==> src/flash_access_pkg.sv <==
// Constants for the CPU-side flash access interface
// Overview of operation
// - 64-bit mode: word reads, double-word array fetch
// - 64-bit mode blocks all array writes
// - 32-bit mode: word reads, writes, fetches
// - 16-bit mode: half-word reads and writes
// - 16-bit mode refuses instruction fetches
// - Small region, bit2 clear: even 8 KB sectors
// - Small region, bit2 set: odd sectors, +2000h
// - Large region, bit2 clear: even 64 KB sectors
// - Large region, bit2 set: odd sectors, +10000h
// - Security vectors reserved at 14:8000h-14:800Fh
package flash_access_pkg;
   // Register byte offsets
   localparam logic [3:0]  REG_MODE       = 4'h0;
   localparam logic [3:0]  REG_RD_TIMING  = 4'h4;
   localparam logic [3:0]  REG_WR_TIMING  = 4'h8;
   localparam logic [3:0]  REG_STATUS     = 4'hC;
   // Access modes
   localparam logic [1:0]  MODE_64        = 2'h0;
   localparam logic [1:0]  MODE_32        = 2'h1;
   localparam logic [1:0]  MODE_16        = 2'h2;
   localparam logic [1:0]  MODE_RESET     = MODE_32;
   // Timing field layout: wait[3:0], eq[7:4], latch[8], detect[9], strobe_high[10]
   localparam int          TF_WAIT_LSB    = 0;
   localparam int          TF_EQ_LSB      = 4;
   localparam int          TF_LATCH_BIT   = 8;
   localparam int          TF_DETECT_BIT  = 9;
   localparam int          TF_STROBE_BIT  = 10;
   localparam logic [10:0] RD_TIMING_RST  = 11'h004;
   localparam logic [10:0] WR_TIMING_RST  = 11'h207;
   // Address map
   localparam logic [23:0] SMALL_BASE     = 24'h140000;
   localparam logic [23:0] SMALL_END      = 24'h14FFFF;
   localparam logic [23:0] LARGE_BASE     = 24'h040000;
   localparam logic [23:0] LARGE_END      = 24'h13FFFF;
   localparam logic [23:0] SMALL_BLOCK    = 24'h004000;
   localparam logic [23:0] SMALL_SUB      = 24'h050000;
   localparam logic [23:0] SMALL_ODD      = 24'h002000;
   localparam logic [23:0] LARGE_BLOCK    = 24'h020000;
   localparam logic [23:0] LARGE_ADD      = 24'h0C0000;
   localparam logic [23:0] LARGE_ODD      = 24'h010000;
   localparam logic [23:0] SECVEC_LO      = 24'h148000;
   localparam logic [23:0] SECVEC_HI      = 24'h14800F;
   localparam int          MADDR_W        = 21;
endpackage

==> src/flash_cpu_access.sv <==
// CPU-side flash access controller with address translation and wait states
`timescale 1ns/100ps
module flash_cpu_access (
   input  wire logic        i_sys_clk,
   input  wire logic        i_rst,
   // Wishbone register slave
   input  wire logic        i_wb_cyc,
   input  wire logic        i_wb_stb,
   input  wire logic        i_wb_we,
   input  wire logic [3:0]  i_wb_adr,
   input  wire logic [3:0]  i_wb_sel,
   input  wire logic [31:0] i_wb_dat,
   output logic      [31:0] o_wb_dat,
   output logic             o_wb_ack,
   // CPU flash access port
   input  wire logic        i_cpu_req,
   input  wire logic        i_cpu_we,
   input  wire logic        i_cpu_fetch,
   input  wire logic [1:0]  i_cpu_size,
   input  wire logic [23:0] i_cpu_addr,
   input  wire logic [31:0] i_cpu_wdata,
   output logic      [31:0] o_cpu_rdata,
   output logic             o_cpu_ready,
   output logic             o_cpu_error,
   // Flash macro port
   output logic             o_fl_cs,
   output logic             o_fl_we,
   output logic [20:0]      o_fl_macro_address,
   output logic [31:0]      o_fl_wdata,
   input  wire logic [63:0] i_fl_rdata
);

   typedef enum logic [2:0] {
      ST_IDLE = 3'b001,
      ST_WAIT = 3'b010,
      ST_DONE = 3'b100
   } state_t;

   state_t      state;
   logic [1:0]  mode;
   logic [10:0] rd_timing;
   logic [10:0] wr_timing;
   logic [3:0]  wait_cnt;
   logic        err_sticky;
   logic        cur_we;
   logic        cur_hi;
   logic        cur_half;

   // Translate a CPU address to a macro address; 24 bits, top three bits dropped by the caller
   function automatic logic [23:0] xlate(input logic [23:0] a);
      logic [23:0] blk;
      logic [23:0] base;
      logic [23:0] r;
      blk  = (a >= flash_access_pkg::SMALL_BASE) ? flash_access_pkg::SMALL_BLOCK
                                                 : flash_access_pkg::LARGE_BLOCK;
      base = a - (a % blk) + ((a % blk) >> 1) - ((a >> 1) % 24'h000004) + (a % 24'h000004);
      if (a >= flash_access_pkg::SMALL_BASE) begin
         r = base - flash_access_pkg::SMALL_SUB;
         if (a[2]) begin
            r = r + flash_access_pkg::SMALL_ODD;
         end
      end else begin
         r = base + flash_access_pkg::LARGE_ADD;
         if (a[2]) begin
            r = r + flash_access_pkg::LARGE_ODD;
         end
      end
      return r;
   endfunction

   function automatic logic in_flash(input logic [23:0] a);
      return (a >= flash_access_pkg::LARGE_BASE) && (a <= flash_access_pkg::SMALL_END);
   endfunction

   // Translated address of the pending request; a call result cannot be part-selected
   logic [23:0] xlated;
   assign xlated = xlate(i_cpu_addr);

   // Decide whether a request is legal in the current mode
   logic        cpu_bad;
   logic        secvec_hit;
   always_comb begin
      secvec_hit = (i_cpu_addr >= flash_access_pkg::SECVEC_LO) &&
                   (i_cpu_addr <= flash_access_pkg::SECVEC_HI);
      cpu_bad = !in_flash(i_cpu_addr);
      if (secvec_hit && i_cpu_we) begin
         cpu_bad = 1'b1;
      end
      unique case (mode)
         flash_access_pkg::MODE_64: begin
            if (i_cpu_we || i_cpu_size != 2'h2) begin
               cpu_bad = 1'b1;
            end
         end
         flash_access_pkg::MODE_32: begin
            if (i_cpu_size != 2'h2) begin
               cpu_bad = 1'b1;
            end
         end
         flash_access_pkg::MODE_16: begin
            if (i_cpu_fetch || i_cpu_size != 2'h1) begin
               cpu_bad = 1'b1;
            end
         end
         default: cpu_bad = 1'b1;
      endcase
   end

   // Wishbone slave: single-cycle ack, then drop
   logic wb_hit;
   assign wb_hit = i_wb_cyc && i_wb_stb && !o_wb_ack;
   always_ff @(posedge i_sys_clk) begin
      if (i_rst) begin
         o_wb_ack  <= 1'b0;
         o_wb_dat  <= 32'h00000000;
         mode      <= flash_access_pkg::MODE_RESET;
         rd_timing <= flash_access_pkg::RD_TIMING_RST;
         wr_timing <= flash_access_pkg::WR_TIMING_RST;
      end else begin
         o_wb_ack <= wb_hit;
         o_wb_dat <= 32'h00000000;
         if (wb_hit && i_wb_we && i_wb_sel[0]) begin
            // Mode writes made mid-access are dropped, not deferred, to avoid mixed widths
            if (i_wb_adr == flash_access_pkg::REG_MODE && state == ST_IDLE &&
                i_wb_dat[1:0] != 2'h3) begin
               mode <= i_wb_dat[1:0];
            end
         end
         if (wb_hit && i_wb_we && i_wb_adr == flash_access_pkg::REG_RD_TIMING) begin
            if (i_wb_sel[0]) rd_timing[7:0] <= i_wb_dat[7:0];
            if (i_wb_sel[1]) rd_timing[10:8] <= i_wb_dat[10:8];
         end
         if (wb_hit && i_wb_we && i_wb_adr == flash_access_pkg::REG_WR_TIMING) begin
            if (i_wb_sel[0]) wr_timing[7:0] <= i_wb_dat[7:0];
            if (i_wb_sel[1]) wr_timing[10:8] <= i_wb_dat[10:8];
         end
         if (wb_hit && !i_wb_we) begin
            unique case (i_wb_adr)
               flash_access_pkg::REG_MODE:      o_wb_dat <= {30'h0, mode};
               flash_access_pkg::REG_RD_TIMING: o_wb_dat <= {21'h0, rd_timing};
               flash_access_pkg::REG_WR_TIMING: o_wb_dat <= {21'h0, wr_timing};
               flash_access_pkg::REG_STATUS:
                  o_wb_dat <= {29'h0, err_sticky, state != ST_IDLE, 1'b0};
               default:                         o_wb_dat <= 32'h00000000;
            endcase
         end
      end
   end

   // Sticky error flag; a new error wins over a clear in the same cycle
   always_ff @(posedge i_sys_clk) begin
      if (i_rst) begin
         err_sticky <= 1'b0;
      end else if (state == ST_IDLE && i_cpu_req && cpu_bad) begin
         err_sticky <= 1'b1;
      end else if (wb_hit && i_wb_we && i_wb_adr == flash_access_pkg::REG_STATUS &&
                   i_wb_sel[0] && i_wb_dat[2]) begin
         err_sticky <= 1'b0;
      end
   end

   // Access sequencer: launch, count wait states, return data
   always_ff @(posedge i_sys_clk) begin
      if (i_rst) begin
         state              <= ST_IDLE;
         wait_cnt           <= 4'h0;
         o_cpu_ready        <= 1'b0;
         o_cpu_error        <= 1'b0;
         o_cpu_rdata        <= 32'h00000000;
         o_fl_cs            <= 1'b0;
         o_fl_we            <= 1'b0;
         o_fl_macro_address <= 21'h000000;
         o_fl_wdata         <= 32'h00000000;
         cur_we             <= 1'b0;
         cur_hi             <= 1'b0;
         cur_half           <= 1'b0;
      end else begin
         o_cpu_ready <= 1'b0;
         o_cpu_error <= 1'b0;
         unique case (state)
            ST_IDLE: begin
               if (i_cpu_req && cpu_bad) begin
                  o_cpu_ready <= 1'b1;
                  o_cpu_error <= 1'b1;
                  state       <= ST_DONE;
               end else if (i_cpu_req) begin
                  o_fl_cs            <= 1'b1;
                  o_fl_we            <= i_cpu_we;
                  o_fl_macro_address <= xlated[20:0];
                  // Double-word fetch ignores the low address bits
                  if (mode == flash_access_pkg::MODE_64) begin
                     o_fl_macro_address[2:0] <= 3'h0;
                  end
                  o_fl_wdata <= i_cpu_wdata;
                  cur_we     <= i_cpu_we;
                  cur_hi     <= i_cpu_addr[2];
                  cur_half   <= i_cpu_addr[1];
                  wait_cnt   <= i_cpu_we ? wr_timing[3:0] : rd_timing[3:0];
                  state      <= ST_WAIT;
               end
            end
            ST_WAIT: begin
               if (wait_cnt > 4'h1) begin
                  wait_cnt <= wait_cnt - 4'h1;
               end else begin
                  o_fl_cs     <= 1'b0;
                  o_fl_we     <= 1'b0;
                  o_cpu_ready <= 1'b1;
                  state       <= ST_DONE;
                  if (!cur_we) begin
                     unique case (mode)
                        flash_access_pkg::MODE_64:
                           o_cpu_rdata <= cur_hi ? i_fl_rdata[63:32]
                                                 : i_fl_rdata[31:0];
                        flash_access_pkg::MODE_16:
                           o_cpu_rdata <= {16'h0000, cur_half ? i_fl_rdata[15:0]
                                                              : i_fl_rdata[31:16]};
                        default: o_cpu_rdata <= i_fl_rdata[31:0];
                     endcase
                  end
               end
            end
            ST_DONE: begin
               // Wait for the CPU to drop its request before taking another
               if (!i_cpu_req) begin
                  state <= ST_IDLE;
               end
            end
            default: state <= ST_IDLE;
         endcase
      end
   end

   // Widest mode must never strobe a write into the array
   a_no_write_wide: assert property (@(posedge i_sys_clk) disable iff (i_rst)
      (mode == flash_access_pkg::MODE_64) |-> !o_fl_we)
      else $error("Array write in 64-bit mode");

   // Widest mode refuses a write before the macro is touched
   a_wide_write_err: assert property (@(posedge i_sys_clk) disable iff (i_rst)
      (state == ST_IDLE && i_cpu_req && i_cpu_we && mode == flash_access_pkg::MODE_64)
      |=> o_cpu_error && !o_fl_cs)
      else $error("Write accepted in 64-bit mode");

   // Widest mode hands out whole words only
   a_wide_word_only: assert property (@(posedge i_sys_clk) disable iff (i_rst)
      (state == ST_IDLE && i_cpu_req && mode == flash_access_pkg::MODE_64 &&
       i_cpu_size != 2'h2) |=> o_cpu_error)
      else $error("Non-word access in 64-bit mode");

   // Double-word fetches always start on an 8-byte boundary
   a_wide_align: assert property (@(posedge i_sys_clk) disable iff (i_rst)
      (o_fl_cs && mode == flash_access_pkg::MODE_64) |-> o_fl_macro_address[2:0] == 3'h0)
      else $error("Wide fetch not aligned");

   // Half-word mode cannot run code, so fetches come back as errors
   a_fetch_16_err: assert property (@(posedge i_sys_clk) disable iff (i_rst)
      (state == ST_IDLE && i_cpu_req && i_cpu_fetch && mode == flash_access_pkg::MODE_16)
      |=> o_cpu_error && o_cpu_ready)
      else $error("Fetch accepted in 16-bit mode");

   // Word mode refuses anything but a full word
   a_size_32: assert property (@(posedge i_sys_clk) disable iff (i_rst)
      (state == ST_IDLE && i_cpu_req && mode == flash_access_pkg::MODE_32 &&
       i_cpu_size != 2'h2) |=> o_cpu_error)
      else $error("Non-word access in 32-bit mode");

   // Half-word mode refuses anything but a half word
   a_size_16: assert property (@(posedge i_sys_clk) disable iff (i_rst)
      (state == ST_IDLE && i_cpu_req && mode == flash_access_pkg::MODE_16 &&
       i_cpu_size != 2'h1) |=> o_cpu_error)
      else $error("Non-half access in 16-bit mode");

   // Half-word reads return the chosen half in the low bits only
   a_half_upper_zero: assert property (@(posedge i_sys_clk) disable iff (i_rst)
      (o_cpu_ready && !o_cpu_error && !cur_we && mode == flash_access_pkg::MODE_16)
      |-> o_cpu_rdata[31:16] == 16'h0000)
      else $error("Half-word read leaked upper bits");

   // Security vectors are read-only from the CPU side
   a_secvec_guard: assert property (@(posedge i_sys_clk) disable iff (i_rst)
      (state == ST_IDLE && i_cpu_req && i_cpu_we && secvec_hit) |=> !o_fl_cs)
      else $error("Security vector write reached array");

   // Spot mapping at the start of the odd small group
   a_xlate_small: assert property (@(posedge i_sys_clk) disable iff (i_rst)
      (state == ST_IDLE && i_cpu_req && !cpu_bad && mode != flash_access_pkg::MODE_64 &&
       i_cpu_addr == 24'h140004) |=> o_fl_macro_address == 21'h0F2000)
      else $error("Odd small sector mapping wrong");

   // Spot mapping at the start of the even large group
   a_xlate_large: assert property (@(posedge i_sys_clk) disable iff (i_rst)
      (state == ST_IDLE && i_cpu_req && !cpu_bad && mode != flash_access_pkg::MODE_64 &&
       i_cpu_addr == 24'h040000) |=> o_fl_macro_address == 21'h100000)
      else $error("Even large sector mapping wrong");

   // Address bit 2 alone picks the odd sector of each pair, in both regions
   a_small_pair: assert property (@(posedge i_sys_clk) disable iff (i_rst)
      (state == ST_IDLE && i_cpu_req && !cpu_bad &&
       i_cpu_addr >= flash_access_pkg::SMALL_BASE)
      |=> ((o_fl_macro_address & flash_access_pkg::SMALL_ODD[20:0]) != 21'h000000) ==
          $past(i_cpu_addr[2]))
      else $error("Small sector interleave wrong");
   a_large_pair: assert property (@(posedge i_sys_clk) disable iff (i_rst)
      (state == ST_IDLE && i_cpu_req && !cpu_bad &&
       i_cpu_addr < flash_access_pkg::SMALL_BASE)
      |=> ((o_fl_macro_address & flash_access_pkg::LARGE_ODD[20:0]) != 21'h000000) ==
          $past(i_cpu_addr[2]))
      else $error("Large sector interleave wrong");

   // Every access is stretched by the wait count and then answered
   a_ready_after_cs: assert property (@(posedge i_sys_clk) disable iff (i_rst)
      $rose(o_fl_cs) |-> !o_cpu_ready [*1] ##[1:16] o_cpu_ready)
      else $error("Access not completed in wait window");
   a_cs_ends_ready: assert property (@(posedge i_sys_clk) disable iff (i_rst)
      $fell(o_fl_cs) |-> o_cpu_ready && !o_cpu_error)
      else $error("Ready not tied to access end");

   // A stuck ready would complete one access twice
   a_ready_pulse: assert property (@(posedge i_sys_clk) disable iff (i_rst)
      o_cpu_ready |=> !o_cpu_ready)
      else $error("Ready held longer than one cycle");
   a_error_has_ready: assert property (@(posedge i_sys_clk) disable iff (i_rst)
      o_cpu_error |-> o_cpu_ready)
      else $error("Error without ready");
   a_cs_in_wait: assert property (@(posedge i_sys_clk) disable iff (i_rst)
      (state != ST_WAIT) |-> !o_fl_cs)
      else $error("Macro selected outside an access");

   // Select length counter; feeds only the bound check below
   logic [4:0] cs_len;
   always_ff @(posedge i_sys_clk) begin
      if (i_rst || !o_fl_cs) begin
         cs_len <= 5'h00;
      end else begin
         cs_len <= cs_len + 5'h01;
      end
   end

   // The 4-bit wait count caps an access at fifteen select cycles
   a_cs_bounded: assert property (@(posedge i_sys_clk) disable iff (i_rst)
      o_fl_cs |-> cs_len < 5'h10)
      else $error("Macro select held too long");
endmodule // flash_cpu_access

==> config.mk <==
export PLATFORM = sky130hd
export DESIGN_NAME = flash_cpu_access
export DESIGN_NICKNAME = d
export VERILOG_FILES = /design/src/flash_access_pkg.sv /design/src/flash_cpu_access.sv
export SDC_FILE = /design/constraint.sdc
export NUM_CORES = 1
export LEC_CHECK = 0
export BUFFER_PORTS_ARGS = -buffer_cell sky130_fd_sc_hd__buf_2
export CORE_MARGIN = 3
export CORE_UTILIZATION = 40
export DETAILED_ROUTE_END_ITERATION = 8
export PLACE_DENSITY_LB_ADDON = 0.2
export SKIP_CTS_REPAIR_TIMING = 1
export SYNTH_ARGS = -nofsm -noshare
export SYNTH_HDL_FRONTEND = slang
export SYNTH_SLANG_ARGS = --single-unit
==> constraint.sdc <==
create_clock -name i_sys_clk -period 18.9 [get_ports i_sys_clk]
set_input_delay 0.945 -clock i_sys_clk [delete_from_list [all_inputs] [get_ports i_sys_clk]]
set_output_delay 0.945 -clock i_sys_clk [all_outputs]
set_load 0.01 [all_outputs]
==> impl_metrics.json <==
{
  "grt-ovfl-total": 0,
  "cts.sinks": 136,
  "yosysWarnings": 0,
  "cp.required_ns": 19.23,
  "worstPathMaxFanout": 16,
  "cts_tree": "built",
  "start_util": 0.4117,
  "fmax_mhz": 61.35,
  "clk_pin_slew_ns": 0.06,
  "cts_inserted_buffers": 17,
  "ys_ff_latch": 136,
  "syn_inst": 1254,
  "drt_iter0_drc": 543,
  "synthFlopType": "dfxtp_1",
  "core_area_sq_mm": 0.02453,
  "leakage_uw": 0.005502,
  "dr.pass1.iters": 5,
  "min_to": "o_fl_wdata[1]",
  "wl_per_cell_um": 15.66,
  "grt_usage": 0.1982,
  "highest_layer": "met5",
  "num_io_pins": 292,
  "postRouteWirelength_um": 27960,
  "setup.worst_path.end_class": "register",
  "drc": 0,
  "yosysMostFrequentCell": "dfxtp_1",
  "num_rows": 57,
  "die_h_um": 164.9,
  "ff2ff_path_depth": 13,
  "die_area_sq_mm": 0.02720,
  "max-vdd-ir-drop_mv": 0.3803,
  "dpl.hpwl_um": 21620,
  "cts_root_buffer": "clkbuf_16",
  "slew_violations": 0,
  "critPathMaxStageDelay_ns": 0.74,
  "grt_pass1_vias": 8796,
  "n_antenna_cell": 0,
  "fill_cells": 2535,
  "maxCapViolCount": 0,
  "avgSynthCellArea_sq_um": 8.055,
  "crit_buf_inv": 4,
  "r2r_slack_ns": 15.73,
  "met2RoutedLength_um": 13610,
  "met3_length_um": 1462,
  "worst_slew_pin_slew_ns": 1.058,
  "grt_pass1_wl_um": 43790,
  "drive_above_1_share": 0.2430,
  "fp.dieW_um": 164.9,
  "p_per_area_mw_per_mm2": 244.8,
  "clkLatencyLatePin_ns": 0.42,
  "h-tree-depth": 4,
  "syn-cell-area_sq_mm": 0.01010,
  "syn_to_final_growth_pct": 19.86,
  "fin_nets": 1721,
  "avgViaCountPerCell": 5.276,
  "period_share": 0.8624,
  "antenna_found_initial": 1,
  "clock_path_buffers": 2,
  "route.antenna.remaining_nets": 0,
  "synth_commonest_cells": "dfxtp_1 (136), nand2_1 (134), nor2_1 (125), a21oi_1 (99), inv_1 (96)",
  "r2r-end": "wait_cnt[1]",
  "hold_path.startpoint": "o_fl_wdata[1]",
  "finalHoldViolCount": 0,
  "wl_met1_um": 12240,
  "num_vias": 9418,
  "synthArstFlopShare": 0,
  "period_needed_ns": 16.30,
  "hold_path.class": "register to register",
  "slew-limit-headroom": 0.2950,
  "instances_no_fill": 1785,
  "io_buffers": 247,
  "synth-edff-count": 0,
  "rsz0062_at_grt": "no",
  "dp.cells": 1753,
  "globalplace.congestion": 0.8237,
  "cp_slowest_cell": "and2_1",
  "r2r-start": "mode[0]",
  "yosysTopAreaCell": "dfxtp_1",
  "grt_max_degree": 85,
  "synth_top_area_frac": 0.2695,
  "status": "complete, no violations",
  "worst_path_most_repeated_cell": "ha_1",
  "synth.area.top_cells": "dfxtp_1 (27%), ha_1 (11%), nand2_1 (5.0%), a21oi_1 (4.9%), nor2_1 (4.6%)",
  "whs_path_depth": 2,
  "setup_violations": 0,
  "skew_ns": 0.01147,
  "crit_arrival_ns": 16.63,
  "final.setup.tns_ns": 0,
  "synth_seq_area_share": 0.2695,
  "ys_types": 99,
  "cp-start-kind": "primary input",
  "cp_top_family": "simple AND/OR/NAND/NOR gates",
  "critPathKind": "primary input to register"
}
[report_power, final]
group          switching (uW)  internal, uW
combinational            1220          1070
sequential               1.75           289
clock                     130           250
[flip-flops by register name (all words and copies together), names as in the netlist, 3 cells and up]
register            cells
o_cpu_rdata            32
o_fl_wdata             32
o_fl_macro_address     21
o_wb_dat               11
rd_timing              11
wr_timing              11
wait_cnt                4
state                   3
[layout by cell type (no fill, tap or decap), drive strengths merged, types with 7 or more instances in the layout]
| cell type | synthesis | layout |
|---|---|---|
| nand3 | 30 | 30 |
| clkbuf | 74 | 19 |
| nor2 | 125 | 125 |
| o211ai | 9 | 9 |
| dfxtp | 136 | 136 |
| inv | 97 | 101 |
| o21a | 7 | 7 |
| nand3b | 7 | 7 |
| a221o | 13 | 13 |
| mux2 | 28 | 28 |
| a21oi | 101 | 101 |
| fa | 18 | 18 |
| and3 | 12 | 12 |
| nand2 | 134 | 134 |
| and2 | 9 | 9 |
| ha | 85 | 85 |
| a211oi | 17 | 17 |
| buf | 28 | 257 |
| mux2i | 27 | 27 |
| a221oi | 17 | 17 |
| nor3 | 53 | 53 |
| conb | 1 | 21 |
| xor2 | 12 | 12 |
| nor4 | 9 | 9 |
| xnor2 | 32 | 32 |
| o21bai | 12 | 12 |
| o21ai | 40 | 40 |
| a22oi | 10 | 10 |
| a21o | 10 | 10 |
[logic make-up after synthesis]
kind of cell,Yosys count,share of synthesized area
AOI/OAI and AO/OA,296,0.2059
other,1,0.0003713
buffers and inverters,199,0.08411
adders and majority gates,104,0.1420
muxes,55,0.05921
DFF,136,0.2695
and+or+nand+nor,418,0.1986
xor gates and xnor gates,45,0.04038
[stage by stage]
step	total power [uW]	cell area [sq um]	hold slack [ns]	util	setup slack [ns]
2_1_floorplan	2238	10180	0.4329	-	4.236
3_3_place_gp	2530	11430	0.4391	0.4660	2.379
3_5_place_dp	2593	11430	0.4407	0.4660	2.170
4_1_cts	2984	12110	0.4498	0.4935	2.561
5_1_grt	3299	12110	0.4635	0.4935	1.433
6_report	2964	12110	0.4486	0.4935	2.600
[metal layers]
metal / global-route usage / up-vias
met2: 0.3484 / 223
met1: 0.2455 / 4381
met4: 0.06062 / 2
li1: - / 4776
met5: 0 / -
met3: 0.03637 / 36
[tightest hold or removal path, stage by stage, from the launching register on]
cell,delay [ns]
dfxtp_1,0.30
nand2_1,0.05
a21oi_1,0.05
[how the worst max path moves through the flow]
| stage | cells after the start | startpoint | endpoint |
|---|---|---|---|
| floorplan | 64 | i_cpu_addr[19] | o_fl_macro_address[20] |
| global placement | 62 | i_cpu_addr[22] | o_fl_macro_address[20] |
| detailed placement | 62 | i_cpu_addr[22] | o_fl_macro_address[20] |
| CTS | 62 | i_cpu_addr[22] | o_fl_macro_address[20] |
| global route | 62 | i_cpu_addr[22] | o_fl_macro_address[20] |
| finish | 62 | i_cpu_addr[22] | o_fl_macro_address[20] |
[cell type report]
cell class	count	area [sq um]	area share
Clock inverter	13	240.2	0.01984
Multi-Input combinational cell	939	6625	0.5472
Clock buffer	19	432.9	0.03576
Sequential cell	136	2723	0.2249
Tap cell	324	405.4	0.03348
Timing Repair Buffer	257	1314	0.1085
Inverter	97	366.6	0.03028
Note: power is estimated with default switching activity, not from simulation.
